`src/hw/tcci_pkg.sv`:
```
// Shared constants, types and helpers of the timer compare/capture block
package tcci_pkg;
  // Register byte addresses on the APB side
  localparam logic [7:0] OFS_CMPA_LO = 8'h00;
  localparam logic [7:0] OFS_CMPA_HI = 8'h04;
  localparam logic [7:0] OFS_CMPB_LO = 8'h08;
  localparam logic [7:0] OFS_CMPB_HI = 8'h0C;
  localparam logic [7:0] OFS_CAP_LO = 8'h10;
  localparam logic [7:0] OFS_CAP_HI = 8'h14;
  localparam logic [7:0] OFS_MASK = 8'h18;
  localparam logic [7:0] OFS_FLAGS = 8'h1C;
  localparam logic [7:0] OFS_CTRL = 8'h20;
  // Shared mask / flag bit positions
  localparam int BIT_CAP = 5;
  localparam int BIT_CMPA = 4;
  localparam int BIT_CMPB = 3;
  localparam int BIT_OVF = 2;
  localparam int BIT_RSVD = 1;
  localparam logic [7:0] MASK_OWN = 8'h3C;
  localparam logic [7:0] MASK_STORED = 8'hFD;
  // Control register fields
  localparam int CTRL_MODE_LSB = 0;
  localparam int CTRL_EDGE = 4;
  localparam int CTRL_ACOMP = 5;
  localparam int CTRL_FORCE_A = 6;
  localparam int CTRL_FORCE_B = 7;
  // Waveform mode codes that matter here
  localparam logic [3:0] MODE_NORMAL = 4'h0;
  localparam logic [3:0] MODE_CTC_CMPA = 4'h4;
  localparam logic [3:0] MODE_FAST8 = 4'h5;
  localparam logic [3:0] MODE_FAST9 = 4'h6;
  localparam logic [3:0] MODE_FAST10 = 4'h7;
  localparam logic [3:0] MODE_PFC_CAP = 4'h8;
  localparam logic [3:0] MODE_PC_CAP = 4'hA;
  localparam logic [3:0] MODE_CTC_CAP = 4'hC;
  localparam logic [3:0] MODE_FAST_CAP = 4'hE;
  localparam logic [3:0] MODE_FAST_CMPA = 4'hF;
  // Reset values
  localparam logic [15:0] RST_WORD = 16'h0000;
  localparam logic [7:0] RST_BYTE = 8'h00;
  localparam logic [3:0] RST_MODE = 4'h0;

  typedef enum logic [1:0] {
    OVF_AT_MAX = 2'b00,
    OVF_AT_TOP = 2'b01,
    OVF_AT_BOTTOM = 2'b10
  } tcci_ovf_src_e;

  // Complete register state of the top module
  typedef struct packed {
    logic [15:0] cmp_a;
    logic [15:0] cmp_b;
    logic [15:0] cap;
    logic [7:0] temp;
    logic [7:0] mask;
    logic [7:0] flags;
    logic [7:0] prdata;
    logic [3:0] mode;
    logic edge_rise;
    logic acomp_sel;
    logic force_a;
    logic force_b;
    logic blk;
    logic err;
  } tcci_regs_s;

  localparam tcci_regs_s REGS_RST = '{RST_WORD, RST_WORD, RST_WORD,
    RST_BYTE, RST_BYTE, RST_BYTE, RST_BYTE, RST_MODE,
    1'h0, 1'h0, 1'h0, 1'h0, 1'h0, 1'h0};

  // Capture register acts as counter top in these modes
  function automatic logic cap_is_top(input logic [3:0] mode);
    cap_is_top = (mode == MODE_PFC_CAP) || (mode == MODE_PC_CAP) ||
                 (mode == MODE_CTC_CAP) || (mode == MODE_FAST_CAP);
  endfunction : cap_is_top

  // Which counter event sets the overflow flag
  function automatic tcci_ovf_src_e ovf_src(input logic [3:0] mode);
    if (mode == MODE_NORMAL || mode == MODE_CTC_CMPA ||
        mode == MODE_CTC_CAP) begin
      ovf_src = OVF_AT_MAX;
    end else if (mode == MODE_FAST8 || mode == MODE_FAST9 ||
                 mode == MODE_FAST10 || mode == MODE_FAST_CAP ||
                 mode == MODE_FAST_CMPA) begin
      ovf_src = OVF_AT_TOP;
    end else begin
      ovf_src = OVF_AT_BOTTOM;
    end
  endfunction : ovf_src
endpackage : tcci_pkg

```
`src/hw/tcci_edge_sync.sv`:
```
// Three-stage input synchroniser with edge pulses
`timescale 1ns/1ps
module tcci_edge_sync
  import tcci_pkg::*;
(
  input wire logic clk,
  input wire logic rst,
  input wire logic pin,
  output logic rise,
  output logic fall
);
  typedef struct packed {
    logic [2:0] sh;
    logic lvl;
    logic rise;
    logic fall;
  } tcci_sync_s;

  tcci_sync_s cur_ff;
  tcci_sync_s nxt_ff;

  // Level only moves when stages two and three agree
  always_comb begin
    nxt_ff = cur_ff;
    nxt_ff.sh = {cur_ff.sh[1:0], pin};
    if (cur_ff.sh[1] == cur_ff.sh[2]) begin
      nxt_ff.lvl = cur_ff.sh[2];
    end
    nxt_ff.rise = nxt_ff.lvl & ~cur_ff.lvl;
    nxt_ff.fall = ~nxt_ff.lvl & cur_ff.lvl;
  end

  // State register, synchronous reset
  always_ff @(posedge clk) begin
    if (rst) begin
      cur_ff <= '0;
    end else begin
      cur_ff <= nxt_ff;
    end
  end

  assign rise = cur_ff.rise;
  assign fall = cur_ff.fall;
endmodule : tcci_edge_sync

```
`src/hw/tcci_cmp_chan.sv`:
```
// One compare channel: match detect and delayed flag-set pulse
`timescale 1ns/1ps
module tcci_cmp_chan
  import tcci_pkg::*;
(
  input wire logic clk,
  input wire logic rst,
  input wire logic tick,
  input wire logic [15:0] count,
  input wire logic [15:0] value,
  input wire logic block,
  input wire logic force_cmp,
  output logic match,
  output logic flag_set
);
  typedef struct packed {
    logic pend;
    logic set;
    logic match;
  } tcci_chan_s;

  tcci_chan_s cur_ff;
  tcci_chan_s nxt_ff;
  logic hit;

  // Real match seen on a tick; flag follows one tick later
  always_comb begin
    nxt_ff = cur_ff;
    hit = tick && (count == value) && !block;
    if (tick) begin
      nxt_ff.pend = hit;
    end
    nxt_ff.set = tick && cur_ff.pend;
    // Force drives the waveform match only, never the flag
    nxt_ff.match = hit || force_cmp;
  end

  // State register, synchronous reset
  always_ff @(posedge clk) begin
    if (rst) begin
      cur_ff <= '0;
    end else begin
      cur_ff <= nxt_ff;
    end
  end

  assign match = cur_ff.match;
  assign flag_set = cur_ff.set;
endmodule : tcci_cmp_chan

```
`src/hw/tcci_top.sv`:
```
// Timer compare, capture and interrupt flag/mask block with APB slave
// Behaviour
// Compare values 16-bit, both bytes written together
// One shared high-byte latch for all
// Capture loads count on pin or comparator
// Low read copies capture high into latch
// Capture value can serve as counter top
// Capture request needs enable, global, flag
// Compare A request needs enable, global, flag
// Compare B request needs enable, global, flag
// Overflow request needs enable, global, flag
// Mask shared; bit one reads zero
// Flags share positions; bit one zero
// Capture flag on event, or top
// Capture flag cleared by ack or one
// Compare A flag one tick after match
// Force strobe never sets compare flag
// Compare A flag cleared by ack or one
// Compare B flag one tick after match
// Compare B flag cleared by ack or one
// Overflow flag source follows waveform mode
// Overflow flag cleared by ack or one
// Capture-as-top disconnects capture pin
// Counter write blocks next tick's matches
// Writing zero leaves a flag alone
`timescale 1ns/1ps
module tcci_top
  import tcci_pkg::*;
(
  input wire logic CLK,
  input wire logic RST,
  input wire logic PSEL,
  input wire logic PENABLE,
  input wire logic PWRITE,
  input wire logic [7:0] PADDR,
  input wire logic [31:0] PWDATA,
  output logic [31:0] PRDATA,
  output logic PREADY,
  output logic PSLVERR,
  input wire logic [15:0] TIMER_COUNT,
  input wire logic TIMER_TICK,
  input wire logic COUNT_WRITE,
  input wire logic COUNT_MAX,
  input wire logic COUNT_TOP,
  input wire logic COUNT_BOTTOM,
  input wire logic CAPTURE_PIN,
  input wire logic ACOMP_OUT,
  input wire logic GLOBAL_IRQ_EN,
  input wire logic ACK_CAPTURE,
  input wire logic ACK_COMPARE_A,
  input wire logic ACK_COMPARE_B,
  input wire logic ACK_OVERFLOW,
  output logic [15:0] COMPARE_A_VALUE,
  output logic [15:0] COMPARE_B_VALUE,
  output logic [15:0] CAPTURE_VALUE,
  output logic CAPTURE_IS_TOP,
  output logic [3:0] WAVEFORM_MODE,
  output logic MATCH_A,
  output logic MATCH_B,
  output logic [2:0] OTHER_TIMER_ENABLES,
  output logic IRQ_CAPTURE,
  output logic IRQ_COMPARE_A,
  output logic IRQ_COMPARE_B,
  output logic IRQ_OVERFLOW
);
  tcci_regs_s cur_ff;
  tcci_regs_s nxt_ff;

  logic setup;
  logic done;
  logic wr;
  logic rd_setup;
  logic [7:0] pw8;
  logic cap_top;
  logic pin_rise;
  logic pin_fall;
  logic ac_rise;
  logic ac_fall;
  logic src_rise;
  logic src_fall;
  logic cap_evt;
  logic set_cap;
  logic set_a;
  logic set_b;
  logic set_ovf;
  logic frc_a;
  logic frc_b;
  logic [7:0] set_vec;
  logic [7:0] clr_vec;

  // Address known to this slave
  function automatic logic addr_ok(input logic [7:0] a);
    addr_ok = (a == OFS_CMPA_LO) || (a == OFS_CMPA_HI) ||
              (a == OFS_CMPB_LO) || (a == OFS_CMPB_HI) ||
              (a == OFS_CAP_LO) || (a == OFS_CAP_HI) ||
              (a == OFS_MASK) || (a == OFS_FLAGS) ||
              (a == OFS_CTRL);
  endfunction : addr_ok

  // APB phase decode
  assign setup = PSEL && !PENABLE;
  assign done = PSEL && PENABLE;
  assign wr = done && PWRITE;
  assign rd_setup = setup && !PWRITE;
  assign pw8 = PWDATA[7:0];
  assign cap_top = cap_is_top(cur_ff.mode);

  // Capture pin and comparator output cross in from outside
  tcci_edge_sync u_pin_sync (
    .clk(CLK),
    .rst(RST),
    .pin(CAPTURE_PIN),
    .rise(pin_rise),
    .fall(pin_fall)
  );

  tcci_edge_sync u_acomp_sync (
    .clk(CLK),
    .rst(RST),
    .pin(ACOMP_OUT),
    .rise(ac_rise),
    .fall(ac_fall)
  );

  // Event source and edge selection
  assign src_rise = cur_ff.acomp_sel ? ac_rise : pin_rise;
  assign src_fall = cur_ff.acomp_sel ? ac_fall : pin_fall;
  // Pin is cut off while capture serves as top
  assign cap_evt = (cur_ff.edge_rise ? src_rise : src_fall) &&
                   !cap_top;

  // Forcing only acts in the non-PWM modes
  assign frc_a = cur_ff.force_a && (ovf_src(cur_ff.mode) == OVF_AT_MAX);
  assign frc_b = cur_ff.force_b && (ovf_src(cur_ff.mode) == OVF_AT_MAX);

  tcci_cmp_chan u_chan_a (
    .clk(CLK),
    .rst(RST),
    .tick(TIMER_TICK),
    .count(TIMER_COUNT),
    .value(cur_ff.cmp_a),
    .block(cur_ff.blk),
    .force_cmp(frc_a),
    .match(MATCH_A),
    .flag_set(set_a)
  );

  tcci_cmp_chan u_chan_b (
    .clk(CLK),
    .rst(RST),
    .tick(TIMER_TICK),
    .count(TIMER_COUNT),
    .value(cur_ff.cmp_b),
    .block(cur_ff.blk),
    .force_cmp(frc_b),
    .match(MATCH_B),
    .flag_set(set_b)
  );

  // Flag set sources
  assign set_cap = cap_top ? COUNT_TOP : cap_evt;
  always_comb begin
    case (ovf_src(cur_ff.mode))
      OVF_AT_MAX: set_ovf = COUNT_MAX;
      OVF_AT_TOP: set_ovf = COUNT_TOP;
      OVF_AT_BOTTOM: set_ovf = COUNT_BOTTOM;
      default: set_ovf = 1'h0;
    endcase
  end

  // Set and clear vectors in shared bit positions
  always_comb begin
    set_vec = 8'h00;
    set_vec[BIT_CAP] = set_cap;
    set_vec[BIT_CMPA] = set_a;
    set_vec[BIT_CMPB] = set_b;
    set_vec[BIT_OVF] = set_ovf;
    clr_vec = 8'h00;
    // Only ones written clear; zeros leave flags alone
    if (wr && PADDR == OFS_FLAGS) begin
      clr_vec = pw8;
    end
    clr_vec[BIT_CAP] = clr_vec[BIT_CAP] | ACK_CAPTURE;
    clr_vec[BIT_CMPA] = clr_vec[BIT_CMPA] | ACK_COMPARE_A;
    clr_vec[BIT_CMPB] = clr_vec[BIT_CMPB] | ACK_COMPARE_B;
    clr_vec[BIT_OVF] = clr_vec[BIT_OVF] | ACK_OVERFLOW;
  end

  // Next-state logic for registers and bus
  always_comb begin
    nxt_ff = cur_ff;
    nxt_ff.force_a = 1'h0;
    nxt_ff.force_b = 1'h0;
    // Set wins over clear so no event is lost
    nxt_ff.flags = ((cur_ff.flags & ~clr_vec) | set_vec) &
                   MASK_OWN;
    // Counter write masks matches on the next tick only
    if (COUNT_WRITE) begin
      nxt_ff.blk = 1'h1;
    end else if (TIMER_TICK) begin
      nxt_ff.blk = 1'h0;
    end
    if (cap_evt) begin
      nxt_ff.cap = TIMER_COUNT;
    end
    // Register writes complete in the access cycle
    if (wr) begin
      if (PADDR == OFS_CMPA_HI || PADDR == OFS_CMPB_HI ||
          PADDR == OFS_CAP_HI) begin
        nxt_ff.temp = pw8;
      end else if (PADDR == OFS_CMPA_LO) begin
        nxt_ff.cmp_a = {cur_ff.temp, pw8};
      end else if (PADDR == OFS_CMPB_LO) begin
        nxt_ff.cmp_b = {cur_ff.temp, pw8};
      end else if (PADDR == OFS_CAP_LO) begin
        // Software sets the top value only when capture is top
        if (cap_top) begin
          nxt_ff.cap = {cur_ff.temp, pw8};
        end
      end else if (PADDR == OFS_MASK) begin
        nxt_ff.mask = pw8 & MASK_STORED;
      end else if (PADDR == OFS_CTRL) begin
        nxt_ff.mode = pw8[CTRL_MODE_LSB +: 4];
        nxt_ff.edge_rise = pw8[CTRL_EDGE];
        nxt_ff.acomp_sel = pw8[CTRL_ACOMP];
        nxt_ff.force_a = pw8[CTRL_FORCE_A];
        nxt_ff.force_b = pw8[CTRL_FORCE_B];
      end
    end
    // Read data sampled in setup so it leaves a flip-flop
    if (setup) begin
      nxt_ff.err = !addr_ok(PADDR);
      nxt_ff.prdata = 8'h00;
    end
    if (rd_setup) begin
      if (PADDR == OFS_CMPA_LO) begin
        nxt_ff.prdata = cur_ff.cmp_a[7:0];
      end else if (PADDR == OFS_CMPA_HI) begin
        nxt_ff.prdata = cur_ff.cmp_a[15:8];
      end else if (PADDR == OFS_CMPB_LO) begin
        nxt_ff.prdata = cur_ff.cmp_b[7:0];
      end else if (PADDR == OFS_CMPB_HI) begin
        nxt_ff.prdata = cur_ff.cmp_b[15:8];
      end else if (PADDR == OFS_CAP_LO) begin
        nxt_ff.prdata = cur_ff.cap[7:0];
        nxt_ff.temp = cur_ff.cap[15:8];
      end else if (PADDR == OFS_CAP_HI) begin
        nxt_ff.prdata = cur_ff.temp;
      end else if (PADDR == OFS_MASK) begin
        nxt_ff.prdata = cur_ff.mask;
      end else if (PADDR == OFS_FLAGS) begin
        nxt_ff.prdata = cur_ff.flags;
      end else if (PADDR == OFS_CTRL) begin
        // Force strobes always read back zero
        nxt_ff.prdata = {4'h0, cur_ff.mode} |
                        ({7'h00, cur_ff.edge_rise} << CTRL_EDGE) |
                        ({7'h00, cur_ff.acomp_sel} << CTRL_ACOMP);
      end
    end
  end

  // State register, synchronous reset
  always_ff @(posedge CLK) begin
    if (RST) begin
      cur_ff <= REGS_RST;
    end else begin
      cur_ff <= nxt_ff;
    end
  end

  // Bus outputs: one wait-free access phase
  assign PREADY = PENABLE;
  assign PRDATA = {24'h000000, cur_ff.prdata};
  assign PSLVERR = done && cur_ff.err;

  // Values handed to the counter and waveform logic
  assign COMPARE_A_VALUE = cur_ff.cmp_a;
  assign COMPARE_B_VALUE = cur_ff.cmp_b;
  assign CAPTURE_VALUE = cur_ff.cap;
  assign CAPTURE_IS_TOP = cap_top;
  assign WAVEFORM_MODE = cur_ff.mode;
  assign OTHER_TIMER_ENABLES = {cur_ff.mask[7:6], cur_ff.mask[0]};

  // Requests are levels; the core acks by vector fetch
  assign IRQ_CAPTURE = cur_ff.mask[BIT_CAP] && GLOBAL_IRQ_EN &&
                       cur_ff.flags[BIT_CAP];
  assign IRQ_COMPARE_A = cur_ff.mask[BIT_CMPA] && GLOBAL_IRQ_EN &&
                         cur_ff.flags[BIT_CMPA];
  assign IRQ_COMPARE_B = cur_ff.mask[BIT_CMPB] && GLOBAL_IRQ_EN &&
                         cur_ff.flags[BIT_CMPB];
  assign IRQ_OVERFLOW = cur_ff.mask[BIT_OVF] && GLOBAL_IRQ_EN &&
                        cur_ff.flags[BIT_OVF];
endmodule : tcci_top

```
`config.mk`:
```
export PLATFORM = sky130hd
export DESIGN_NAME = tcci_top
export DESIGN_NICKNAME = d
export VERILOG_FILES = /design/src/hw/tcci_pkg.sv /design/src/hw/tcci_edge_sync.sv /design/src/hw/tcci_cmp_chan.sv /design/src/hw/tcci_top.sv
export SDC_FILE = /design/constraint.sdc
export NUM_CORES = 1
export LEC_CHECK = 0
export ABC_CLOCK_PERIOD_IN_PS = 1800
export BUFFER_PORTS_ARGS = -buffer_cell sky130_fd_sc_hd__buf_4
export CAP_MARGIN = 20
export CELL_PAD_IN_SITES_DETAIL_PLACEMENT = 1
export CELL_PAD_IN_SITES_GLOBAL_PLACEMENT = 1
export CORE_ASPECT_RATIO = 0.9
export CORE_UTILIZATION = 36
export CTS_BUF_LIST = sky130_fd_sc_hd__clkbuf_4 sky130_fd_sc_hd__clkbuf_8
export DETAILED_ROUTE_END_ITERATION = 16
export GPL_TIMING_DRIVEN = 0
export PLACE_DENSITY_LB_ADDON = 0.12
export SETUP_SLACK_MARGIN = 0.1
export SLEW_MARGIN = 20
export SYNTH_ARGS = -nofsm -noshare
export SYNTH_HDL_FRONTEND = slang
export SYNTH_SLANG_ARGS = --single-unit
export TNS_END_PERCENT = 10
```
`constraint.sdc`:
```
create_clock -name CLK -period 1.8 [get_ports CLK]
set_input_delay 0.09 -clock CLK [delete_from_list [all_inputs] [get_ports CLK]]
set_output_delay 0.09 -clock CLK [all_outputs]
set_load 0.02 [all_outputs]
```
# Yosys cells after proc, flatten, opt, wreduce, memory -nomap -nowiden
# Index checks and enable logic that the tools add are counted.
# word_totals
in_bits	73
word_cells	175
output_inout_bits	96
ff_bits	103
# classes
eq_ne	23
muxes	42
n_bitwise	24
reduce_logical	58
# op_table
operator	n
8-bit 2-to-1 mux	23
16-bit 2-to-1 mux	6
16-bit equality test	2
8-bit by 5-bit equality test with 1-bit output (second input constant)	4
32-bit 2-to-1 mux	1
1-bit logical AND	23
1-bit logical OR	21
4-bit equality test (second input constant)	5
4-bit by 3-bit equality test with 1-bit output (second input constant)	4
8-bit by 4-bit equality test with 1-bit output (second input constant)	2
1-bit inverter	11
8-bit by 3-bit equality test with 1-bit output (second input constant)	1
8-bit by 6-bit equality test with 1-bit output (second input constant)	1
8-bit logical NOT	1
1-bit 2-to-1 mux	8
8-bit OR reduction	1
7-bit AND reduction	1
6-bit bitwise AND	1
6-bit 2-to-1 mux	1
6-bit inverter	1
5-bit by 6-bit bitwise OR with 6-bit output	1
6-bit bitwise OR	1
6-bit AND reduction	1
1-bit logical NOT	5
13 further kinds	21

# Depth between registers and ports, before layout
# Gate-level depths: netlist (run 1).
# logic_depth
depth_word	19
depth_mapped	9
ltp_nobuf	6

# Modules after synthesis
# From an unflattened synthesis (run 1), not the netlist that was laid out.
# hier_totals
hier_cells	698
area_unflattened_um2	5947.0
# modules_own_cells
module	area_per_inst_um2	seq_area_each_um2	n_inst	cells_each
tcci_top	5051.1	1701.6	1	608
tcci_cmp_chan	270.3	60.1	2	31
tcci_edge_sync	177.7	120.1	2	14

# Worst setup path before layout (run 1)
# No wires, ideal clock.
# synth_path
path_kind	register to register
from	register cur_ff (netlist bit WAVEFORM_MODE[3])
to	register cur_ff (netlist bit CAPTURE_VALUE[7])
arrival_ps	1618
setup_time_ps	134
required_time_ps	1666
period_less_slack_ps	1752
stages_incl_launch_ff	7
slack_ps	48
path_buffers	2
path_cell_list	dfxtp_1 > nor2b_1 > nand2b_1 > buf_4 > buf_4 > mux2i_1 > a211oi_1
# synth_between
elab_chain_cells	13
elab_cells_between_ends	16
classes_between	eq/ne (4); mux (7); reduce/logical (5)
# synth_rtl
item	line	rtl
start: declaration	tcci_top.sv:66	tcci_regs_s cur_ff;
start signal: assignment	tcci_top.sv:267	cur_ff <= nxt_ff;
4-bit equality test	tcci_pkg.sv:73	cap_is_top = (mode == MODE_PFC_CAP) || (mode == MODE_PC_CAP) ||
1-bit logical OR (2 in series)	tcci_pkg.sv:73	
1-bit logical OR (*)	tcci_pkg.sv:74	(mode == MODE_CTC_CAP) || (mode == MODE_FAST_CAP);
named net CAPTURE_IS_TOP	tcci_top.sv:56	output logic CAPTURE_IS_TOP,
1-bit logical NOT	tcci_top.sv:130	!cap_top;
1-bit logical AND	tcci_top.sv:129	assign cap_evt = (cur_ff.edge_rise ? src_rise : src_fall) &&
16-bit 2-to-1 mux	tcci_top.sv:203	if (cap_evt) begin
16-bit 2-to-1 mux	tcci_top.sv:217	if (cap_top) begin
16-bit 2-to-1 mux	tcci_top.sv:215	end else if (PADDR == OFS_CAP_LO) begin
16-bit 2-to-1 mux	tcci_top.sv:213	end else if (PADDR == OFS_CMPB_LO) begin
16-bit 2-to-1 mux	tcci_top.sv:211	end else if (PADDR == OFS_CMPA_LO) begin
16-bit 2-to-1 mux	tcci_top.sv:208	if (PADDR == OFS_CMPA_HI || PADDR == OFS_CMPB_HI ||
32-bit 2-to-1 mux (*)	tcci_top.sv:207	if (wr) begin
# The timed path passes the listed nets; every way through them passes the cells marked *.
# A chain may end at the register's enable or synchronous reset.

# Worst setup path in the final report (run 1)
# layout_path
from	register cur_ff[4] (netlist name)
to	register cur_ff (netlist bit CAPTURE_VALUE[6])
# layout_between
elab_chain_cells	10
elab_cells_between_ends	11
classes_between	mux (10); reduce/logical (1)
# layout_rtl
item	line
1-bit 2-to-1 mux, on equally long branches	tcci_top.sv:127, tcci_top.sv:126
1-bit 2-to-1 mux (*)	tcci_top.sv:129
1-bit logical AND (*)	tcci_top.sv:129
16-bit 2-to-1 mux (*)	tcci_top.sv:203
16-bit 2-to-1 mux	tcci_top.sv:217
16-bit 2-to-1 mux	tcci_top.sv:215
16-bit 2-to-1 mux	tcci_top.sv:213
16-bit 2-to-1 mux	tcci_top.sv:211
16-bit 2-to-1 mux	tcci_top.sv:208
32-bit 2-to-1 mux (*)	tcci_top.sv:207
# Mark *: on every way between the ends. The rest lies on a longest branch, timed or not.

==> results of run 1 <==
per-stage QoR:
step	setup WS (ns)	util	power (W)
CTS	0.0338	0.478	0.00444
global route	0.0156	0.484	0.00457
floorplan	0.113	-	0.00261
finish	0.0510	0.484	0.00444
global placement	-0.411	0.450	0.00283
detailed placement	-0.599	0.450	0.00284
cells in the final DEF, fill, tap and decap left out, types with 3 or more instances in the layout:
cell type      instances
a21boi_0               3
a211o_1                3
buf_2                 12
nor3_1                 4
buf_6                  4
o21ai_0               16
a211oi_1              28
inv_1                  9
nor2_2                13
mux2_2                 3
clkbuf_8              12
clkbuf_1              14
dfxtp_1              100
nor4_1                 4
nand2_1               61
xor2_1                24
dlygate4sd3_1         13
conb_1                24
nand3b_1               5
nor2b_1                9
nor3b_1                4
and3_1                 7
nand3_1                7
mux2i_1               57
a31oi_1                6
nand4_1                8
nand2b_1               6
a21oi_1               43
buf_4                213
o22ai_1                7
xnor2_1                7
nor2_1                60
state kept, by name, indices dropped and copies added, names as in the netlist, 3 cells and up:
register             count
WAVEFORM_MODE            4
u_pin_sync.cur_ff        4
CAPTURE_VALUE           16
u_acomp_sync.cur_ff      4
PRDATA                   8
cur_ff                  22
COMPARE_B_VALUE         16
COMPARE_A_VALUE         16
OTHER_TIMER_ENABLES      3
metal layers:
layer	up-vias	GRT usage
met1	2733	0.355
met5	-	0
met4	0	0.0751
met3	27	0.0537
met2	199	0.448
li1	2540	-
cells by family (layout without fill, tap and decap cells):
family | count (synthesis) | count (layout) | share of synthesized area
DFF | 103 | 103 | 0.359
muxes | 63 | 63 | 0.115
AOI/OAI and AO/OA | 127 | 127 | 0.142
and+or+nand+nor | 207 | 207 | 0.181
other | 1 | 24 | 0.000652
buffers and inverters | 133 | 288 | 0.155
xor gates and xnor gates | 32 | 32 | 0.0487
layout make-up:
class / instances / share of cell area
multi-input cells: 453 / 0.393
flip-flops and latches: 103 / 0.276
repair buffers: 139 / 0.147
plain buffers: 124 / 0.117
well taps: 202 / 0.0337
clock buffers: 13 / 0.0230
clock inverters: 3 / 0.00534
inverters: 9 / 0.00450
worst register-to-register path, cell delays in order (launching register included):
cell and delay (ns):
dfxtp_4 0.38, mux4_2 0.48, nand2b_1 0.11, buf_6 0.16, buf_12 0.15, mux2i_1 0.23
a211oi_1 0.10
how the worst max path moves through the flow:
stage / from / cells after the start / end / slack, ns
floorplan: cur_ff[4]$_SDFFE_PP0P_ / 6 / CAPTURE_VALUE[7]$_SDFF_PP0_ / 0.11
global placement: PADDR[4] / 6 / cur_ff[31]$_SDFFE_PP0P_ / -0.41
detailed placement: PADDR[4] / 6 / cur_ff[31]$_SDFFE_PP0P_ / -0.60
CTS: COMPARE_A_VALUE[2]$_SDFFE_PP0P_ / 4 / u_chan_a.match$_SDFF_PP0_ / 0.03
global route: PADDR[6] / 9 / cur_ff[40]$_SDFF_PP0_ / 0.02
finish: cur_ff[4]$_SDFFE_PP0P_ / 6 / CAPTURE_VALUE[6]$_SDFF_PP0_ / 0.05
report_power, final:
group	switching [W]	internal, W
clock	0.000836	0.000769
combinational	0.000329	0.000209
sequential	0.00000746	0.00229
total	0.00117	0.00326
repair_timing:
action,in CTS,in global routing
gates cloned,0,1
hold buffers,12,1
resized for setup,16,8
setup buffers,3,4
pin swaps,1,3
endpoints found under the setup margin,52,67
endpoints found under the hold margin,11,1
==> qor.txt, run 1 <==
Storage element area - 0.00207 mm²
HPWL Detailed - 16.8 mm
# H-tree levels - 3
MaxCap Viol Count - 0
Worst Hold Slack - 0.0278 ns
Worst-Skew Late Latency - 0.40 ns
Vias in the first global route - 5481
GRT Util Overall - 0.270
CP Class - reg -> reg
Initial antenna violation count - 0
WL final - 22.0 mm
Largest net degree at the start of global routing - 16
First-pass GRT wire length - 32.5 mm
Die area - 0.0165 mm²
Power Density - 591 mW/mm²
Yosys top cell by area - dfxtp_1
Met1 WL - 9.92 mm
Relative slew slack - 0.405
CP max FO - 7
Worst hold path class - in -> reg
Mapped Avg Cell Area - 8.63 µm²
Ant. Diodes - 0
Placed cell count - 1009
Critical R2R Capture - CAPTURE_VALUE[6]$_SDFF_PP0_
Routed WL per cell - 21.1 µm
Finished Layout Cells - 1046
Layout cells sized above 1 - 0.346
Antenna viol nets, final - 0
VDD IR-drop max - 0.000325 V
Period Utilization, post-route - 0.972
Req. time, crit path - 2.05 ns
Layout net count - 912
Metal3 WL - 1.32 mm
Sequential share of the synthesized area - 0.359
# setup viols final - 0
Depth of the worst hold-timing path - 3
Multi-input logic area - 0.00295 mm²
Synth Register Bits - 103
Hold EP - COMPARE_B_VALUE[2]$_SDFFE_PP0P_
Crit-path slowest cell - mux4_2
Post-route DRC - 0
Cts bufs inserted - 9
Worst Path Buf+Inv - 2
Top Layer Used - met4
Synth unique cells - 57
Critical path, cell by cell - mux4_2 > nand2b_1 > buf_6 > buf_12 > mux2i_1 > a211oi_1
Critical R2R Launch - cur_ff[4]$_SDFFE_PP0P_
Post-synth EDFFs - 0
Row count - 43
Startpoint Class - flip-flop
Setup TNS Final - 0 ns
CTS max path bufs - 2
1st-pass router iterations - 5
Layout overhead on the synthesized area - 30.5%
Final hold violations - 0
Final Slew Violations - 0
Total number of vias - 5499
DR WL met2 - 10.3 mm
Root Driver - clkbuf_8
Starting Density - 0.371
Yosys warns - 0
Cell family with most CP delay - multiplexers
Mapped cell area - 0.00575 mm²
Top-area cell type share of the netlist area - 0.359
Max Clk Rate - 572 MHz
Core area - 0.0155 mm²
Via density - 5.26
DRT iter0 DRCs - 342
CTS clk-pin slew, worst paths - 0.10 ns
RSZ-0062 raised after global routing - true
Main synth FF type - dfxtp_1
Top-count cell post-synth - dfxtp_1
Synth top area cells - dfxtp_1 36%, buf_4 12%, mux2i_1 10%, nand2_1 4.0%, nor2_1 4.0%
Slowest stage delay, CP - 0.48 ns
Die H - 122 µm
R2R cell count - 6
Leak - 3.42 nW
Slew @ Worst Pin - 0.893 ns
CTS tree - built
Post-synthesis cell count - 666
Routability-driven placement congestion ratio - 0.850
Crit path DAT - 2.00 ns
DP Area - 0.00698 mm²
Hold_sp - PWDATA[2]
Clock sinks - 103
Flop2flop setup slack - 0.05 ns
Post-layout min period - 1.75 ns
Die Span X - 135 µm
Fin Clk Skew - 0.0117 ns
# IOs - 169
Final-layout fill cell count - 1888
CP endpoint kind - flip-flop
Total grt overflow - 0
Post-synth top cells - 103 x dfxtp_1, 91 x buf_4, 62 x nand2_1, 62 x nor2_1, 58 x mux2i_1
Status - finished clean
Synth async-reset ratio - 0
Finished Cell Area - 0.00750 mm²
I/O Buffers - 118
(Power assumes the default switching activity.)
==> inputs of run 2 (changes only) <==
--- a/config.mk
+++ b/config.mk
@@ -10,7 +10,7 @@
 export CAP_MARGIN = 20
 export CELL_PAD_IN_SITES_DETAIL_PLACEMENT = 1
 export CELL_PAD_IN_SITES_GLOBAL_PLACEMENT = 1
-export CORE_ASPECT_RATIO = 0.9
+export CORE_ASPECT_RATIO = 1.4
 export CORE_UTILIZATION = 36
 export CTS_BUF_LIST = sky130_fd_sc_hd__clkbuf_4 sky130_fd_sc_hd__clkbuf_8
 export DETAILED_ROUTE_END_ITERATION = 16
==> run 2 against run 1 <==
Register-to-register slack barely moved; first-iteration DRC count fell by 4.7%; largest power group unchanged; setup slack got worse by 0.0045 ns; highest routed layer unchanged; worst hold slack got worse by 0.0066 ns.
==> qor.txt, run 2 (synthesis gave the netlist of run 1 again) <==
Status - finished clean
Critical R2R Launch - cur_ff[4]$_SDFFE_PP0P_
Clk network pwr share - 0.382 (+0.020)
Worst Hold Slack - 0.0212 ns (-0.00663 ns)
DRT iter0 DRCs - 326 (-4.7%)
Final hold violations - 0 (unchanged)
Row count - 54 (+26%)
Ant. Diodes - 0 (unchanged)
Worst hold path class - in -> reg
Layout cells sized above 1 - 0.351 (+0.00528)
Fin Clk Skew - 0.0126 ns (+0.000901 ns)
Largest register FFs - 22 (unchanged)
CTS max path bufs - 2 (unchanged)
Routed WL per cell - 23.1 µm (+9.6%)
Startpoint Class - flip-flop
Total grt overflow - 0 (unchanged)
# setup viols final - 0 (unchanged)
HPWL Detailed - 18.2 mm (+8.7%)
Layout net count - 905 (-0.77%)
MaxCap Viol Count - 0 (unchanged)
# IOs - 169 (unchanged)
Cts bufs inserted - 9 (unchanged)
# H-tree levels - 3 (unchanged)
Die H - 152 µm (+24%)
Relative slew slack - 0.418 (+0.0134)
Worst-Skew Late Latency - 0.40 ns (about the same)
WL final - 23.9 mm (+8.3%)
R2R cell count - 6 (unchanged)
Starting Density - 0.368 (-0.00268)
Via density - 5.30 (+0.89%)
Placed cell count - 1003 (-0.59%)
Sw frac - 0.279 (+0.0150)
DP Area - 0.00697 mm² (-0.11%)
Die area - 0.0165 mm² (about the same)
Commonest cells after routing, fill and taps aside - 210 x buf_4, 97 x dfxtp_1, 62 x nor2_1, 61 x nand2_1, 51 x mux2i_1
Final-layout fill cell count - 1899 (+0.58%)
Core area - 0.0156 mm² (+0.73%)
Vias in the first global route - 5379 (-1.9%)
Combinational Power Share - 0.119 (-0.002)
Post-layout min period - 1.75 ns (+0.00449 ns)
Max Clk Rate - 570 MHz (-0.26%)
Design Power - 0.00459 W (+3.5%)
1st-pass router iterations - 6 (+1)
Leak - 3.37 nW (-1.5%)
VDD IR-drop max - 0.000334 V (+2.6%)
Die Span X - 109 µm (-20%)
Finished Cell Area - 0.00745 mm² (-0.68%)
Critical path, cell by cell - mux4_2 > nand2b_1 > buf_6 > buf_12 > mux2i_2 > a211oi_1
Req. time, crit path - 2.06 ns (about the same)
Largest net degree at the start of global routing - 19 (+3)
Hold EP - COMPARE_B_VALUE[1]$_SDFFE_PP0P_
RSZ-0062 raised after global routing - true
Switch Pwr - 0.00128 W (+9.4%)
CTS clk-pin slew, worst paths - 0.11 ns (about the same)
Slew @ Worst Pin - 0.873 ns (-0.0201 ns)
Hold_sp - PWDATA[1]
CTS tree - built
Clock sinks - 103 (unchanged)
Internal - 0.00331 W (+1.4%)
Period Utilization, post-route - 0.974 (+0.00250)
Root Driver - clkbuf_8
Slowest stage delay, CP - 0.51 ns (+0.03 ns)
GRT Util Overall - 0.293 (+0.0228)
Critical R2R Capture - CAPTURE_VALUE[7]$_SDFF_PP0_
Final Slew Violations - 0 (unchanged)
Routability-driven placement congestion ratio - 0.897 (+5.5%)
Finished Layout Cells - 1033 (-1.2%)
Crit-path slowest cell - mux4_2
CP Class - reg -> reg
CP max FO - 10 (+3)
CP endpoint kind - flip-flop
Reg with most FFs - cur_ff
Power Density - 617 mW/mm² (+4.3%)
Flop2flop setup slack - 0.05 ns (about the same)
Crit path DAT - 2.02 ns (+0.02 ns)
Commonest non-fill, non-tap cell in the layout - buf_4
Flop pwr share - 0.499 (-0.018)
Post-route DRC - 0 (unchanged)
I/O Buffers - 118 (unchanged)
Total number of vias - 5479 (-0.36%)
Layout overhead on the synthesized area - 29.6%
Initial antenna violation count - 0 (unchanged)
First-pass GRT wire length - 34.0 mm (+4.6%)
Antenna viol nets, final - 0 (unchanged)
Depth of the worst hold-timing path - 3 (unchanged)
run 2: cell count changes in the layout (fill, tap and decap cells not counted), moves of 2 or more:
| cell | change |
|---|---|
| mux2i_1 | -6 |
| mux2i_2 | +5 |
| buf_4 | -3 |
| clkbuf_8 | -3 |
| dfxtp_1 | -3 |
| dfxtp_2 | +3 |
| dlygate4sd3_1 | -3 |
| clkinv_2 | -2 |
| inv_6 | +2 |
| nor2_1 | +2 |
| nor2_2 | -2 |
run 2: metrics by stage:
step,TNS (ns),utilization,setup slack (ns)
3_3_place_gp,-18.51,0.447,-0.565
6_report,0,0.477,0.0465
2_1_floorplan,0,-,0.113
5_1_grt,-0.00911,0.477,-0.00495
4_1_cts,0,0.472,0.0799
3_5_place_dp,-19.77,0.447,-0.528
run 2: how the worst max path moves through the flow:
stage | start | endpoint | slack [ns] | cells after the start
after floorplan | cur_ff[4]$_SDFFE_PP0P_ | CAPTURE_VALUE[7]$_SDFF_PP0_ | 0.11 | 6
after global placement | PADDR[4] | OTHER_TIMER_ENABLES[2]$_SDFFE_PP0P_ | -0.57 | 6
after detailed placement | PADDR[4] | cur_ff[31]$_SDFFE_PP0P_ | -0.53 | 6
after CTS | cur_ff[4]$_SDFFE_PP0P_ | CAPTURE_VALUE[7]$_SDFF_PP0_ | 0.08 | 6
after global routing | cur_ff[4]$_SDFFE_PP0P_ | CAPTURE_VALUE[10]$_SDFF_PP0_ | -0.005 | 6
final | cur_ff[4]$_SDFFE_PP0P_ | CAPTURE_VALUE[7]$_SDFF_PP0_ | 0.05 | 6
run 2: layout make-up:
type	count	area [µm²]	area share
clock buffers	10	131	0.0176
plain buffers	124	882	0.118
multi-input cells	453	2960	0.397
flip-flops and latches	103	2070	0.278
clock inverters	6	103	0.0138
inverters	9	33.8	0.00453
well taps	196	245	0.0329
repair buffers	132	1020	0.137
run 2: what timing repair did:
item                                    CTS  global route
endpoints found under the setup margin   31            63
pin swaps                                 0             9
endpoints found under the hold margin     8             0
setup buffers                             4             0
hold buffers                             10             0
resized for setup                         9            25
run 2: critical path, delay by kind of cell, from the launching register on:
kind / cells / cell delay [ns]
AOI/OAI and AO/OA: 1 / 0.11
buffers and inverters: 2 / 0.28
DFF: 1 / 0.36
muxes: 2 / 0.73
and+or+nand+nor: 1 / 0.13
run 2: power groups by stage:
stage | clock [W] | sequential, W | combinational, W
finish | 0.00175 | 0.00229 | 0.000545
global route | 0.00187 | 0.00230 | 0.000572
CTS | 0.00178 | 0.00229 | 0.000531
detailed placement | 0 | 0.00235 | 0.000511
global placement | 0 | 0.00235 | 0.000508
floorplan | 0 | 0.00235 | 0.000263
run 2: routing by layer:
metal	track usage	routed length [µm]
met1	0.354	9610
met2	0.506	11900
met3	0.0321	1130
met4	0.156	1240
met5	0	0
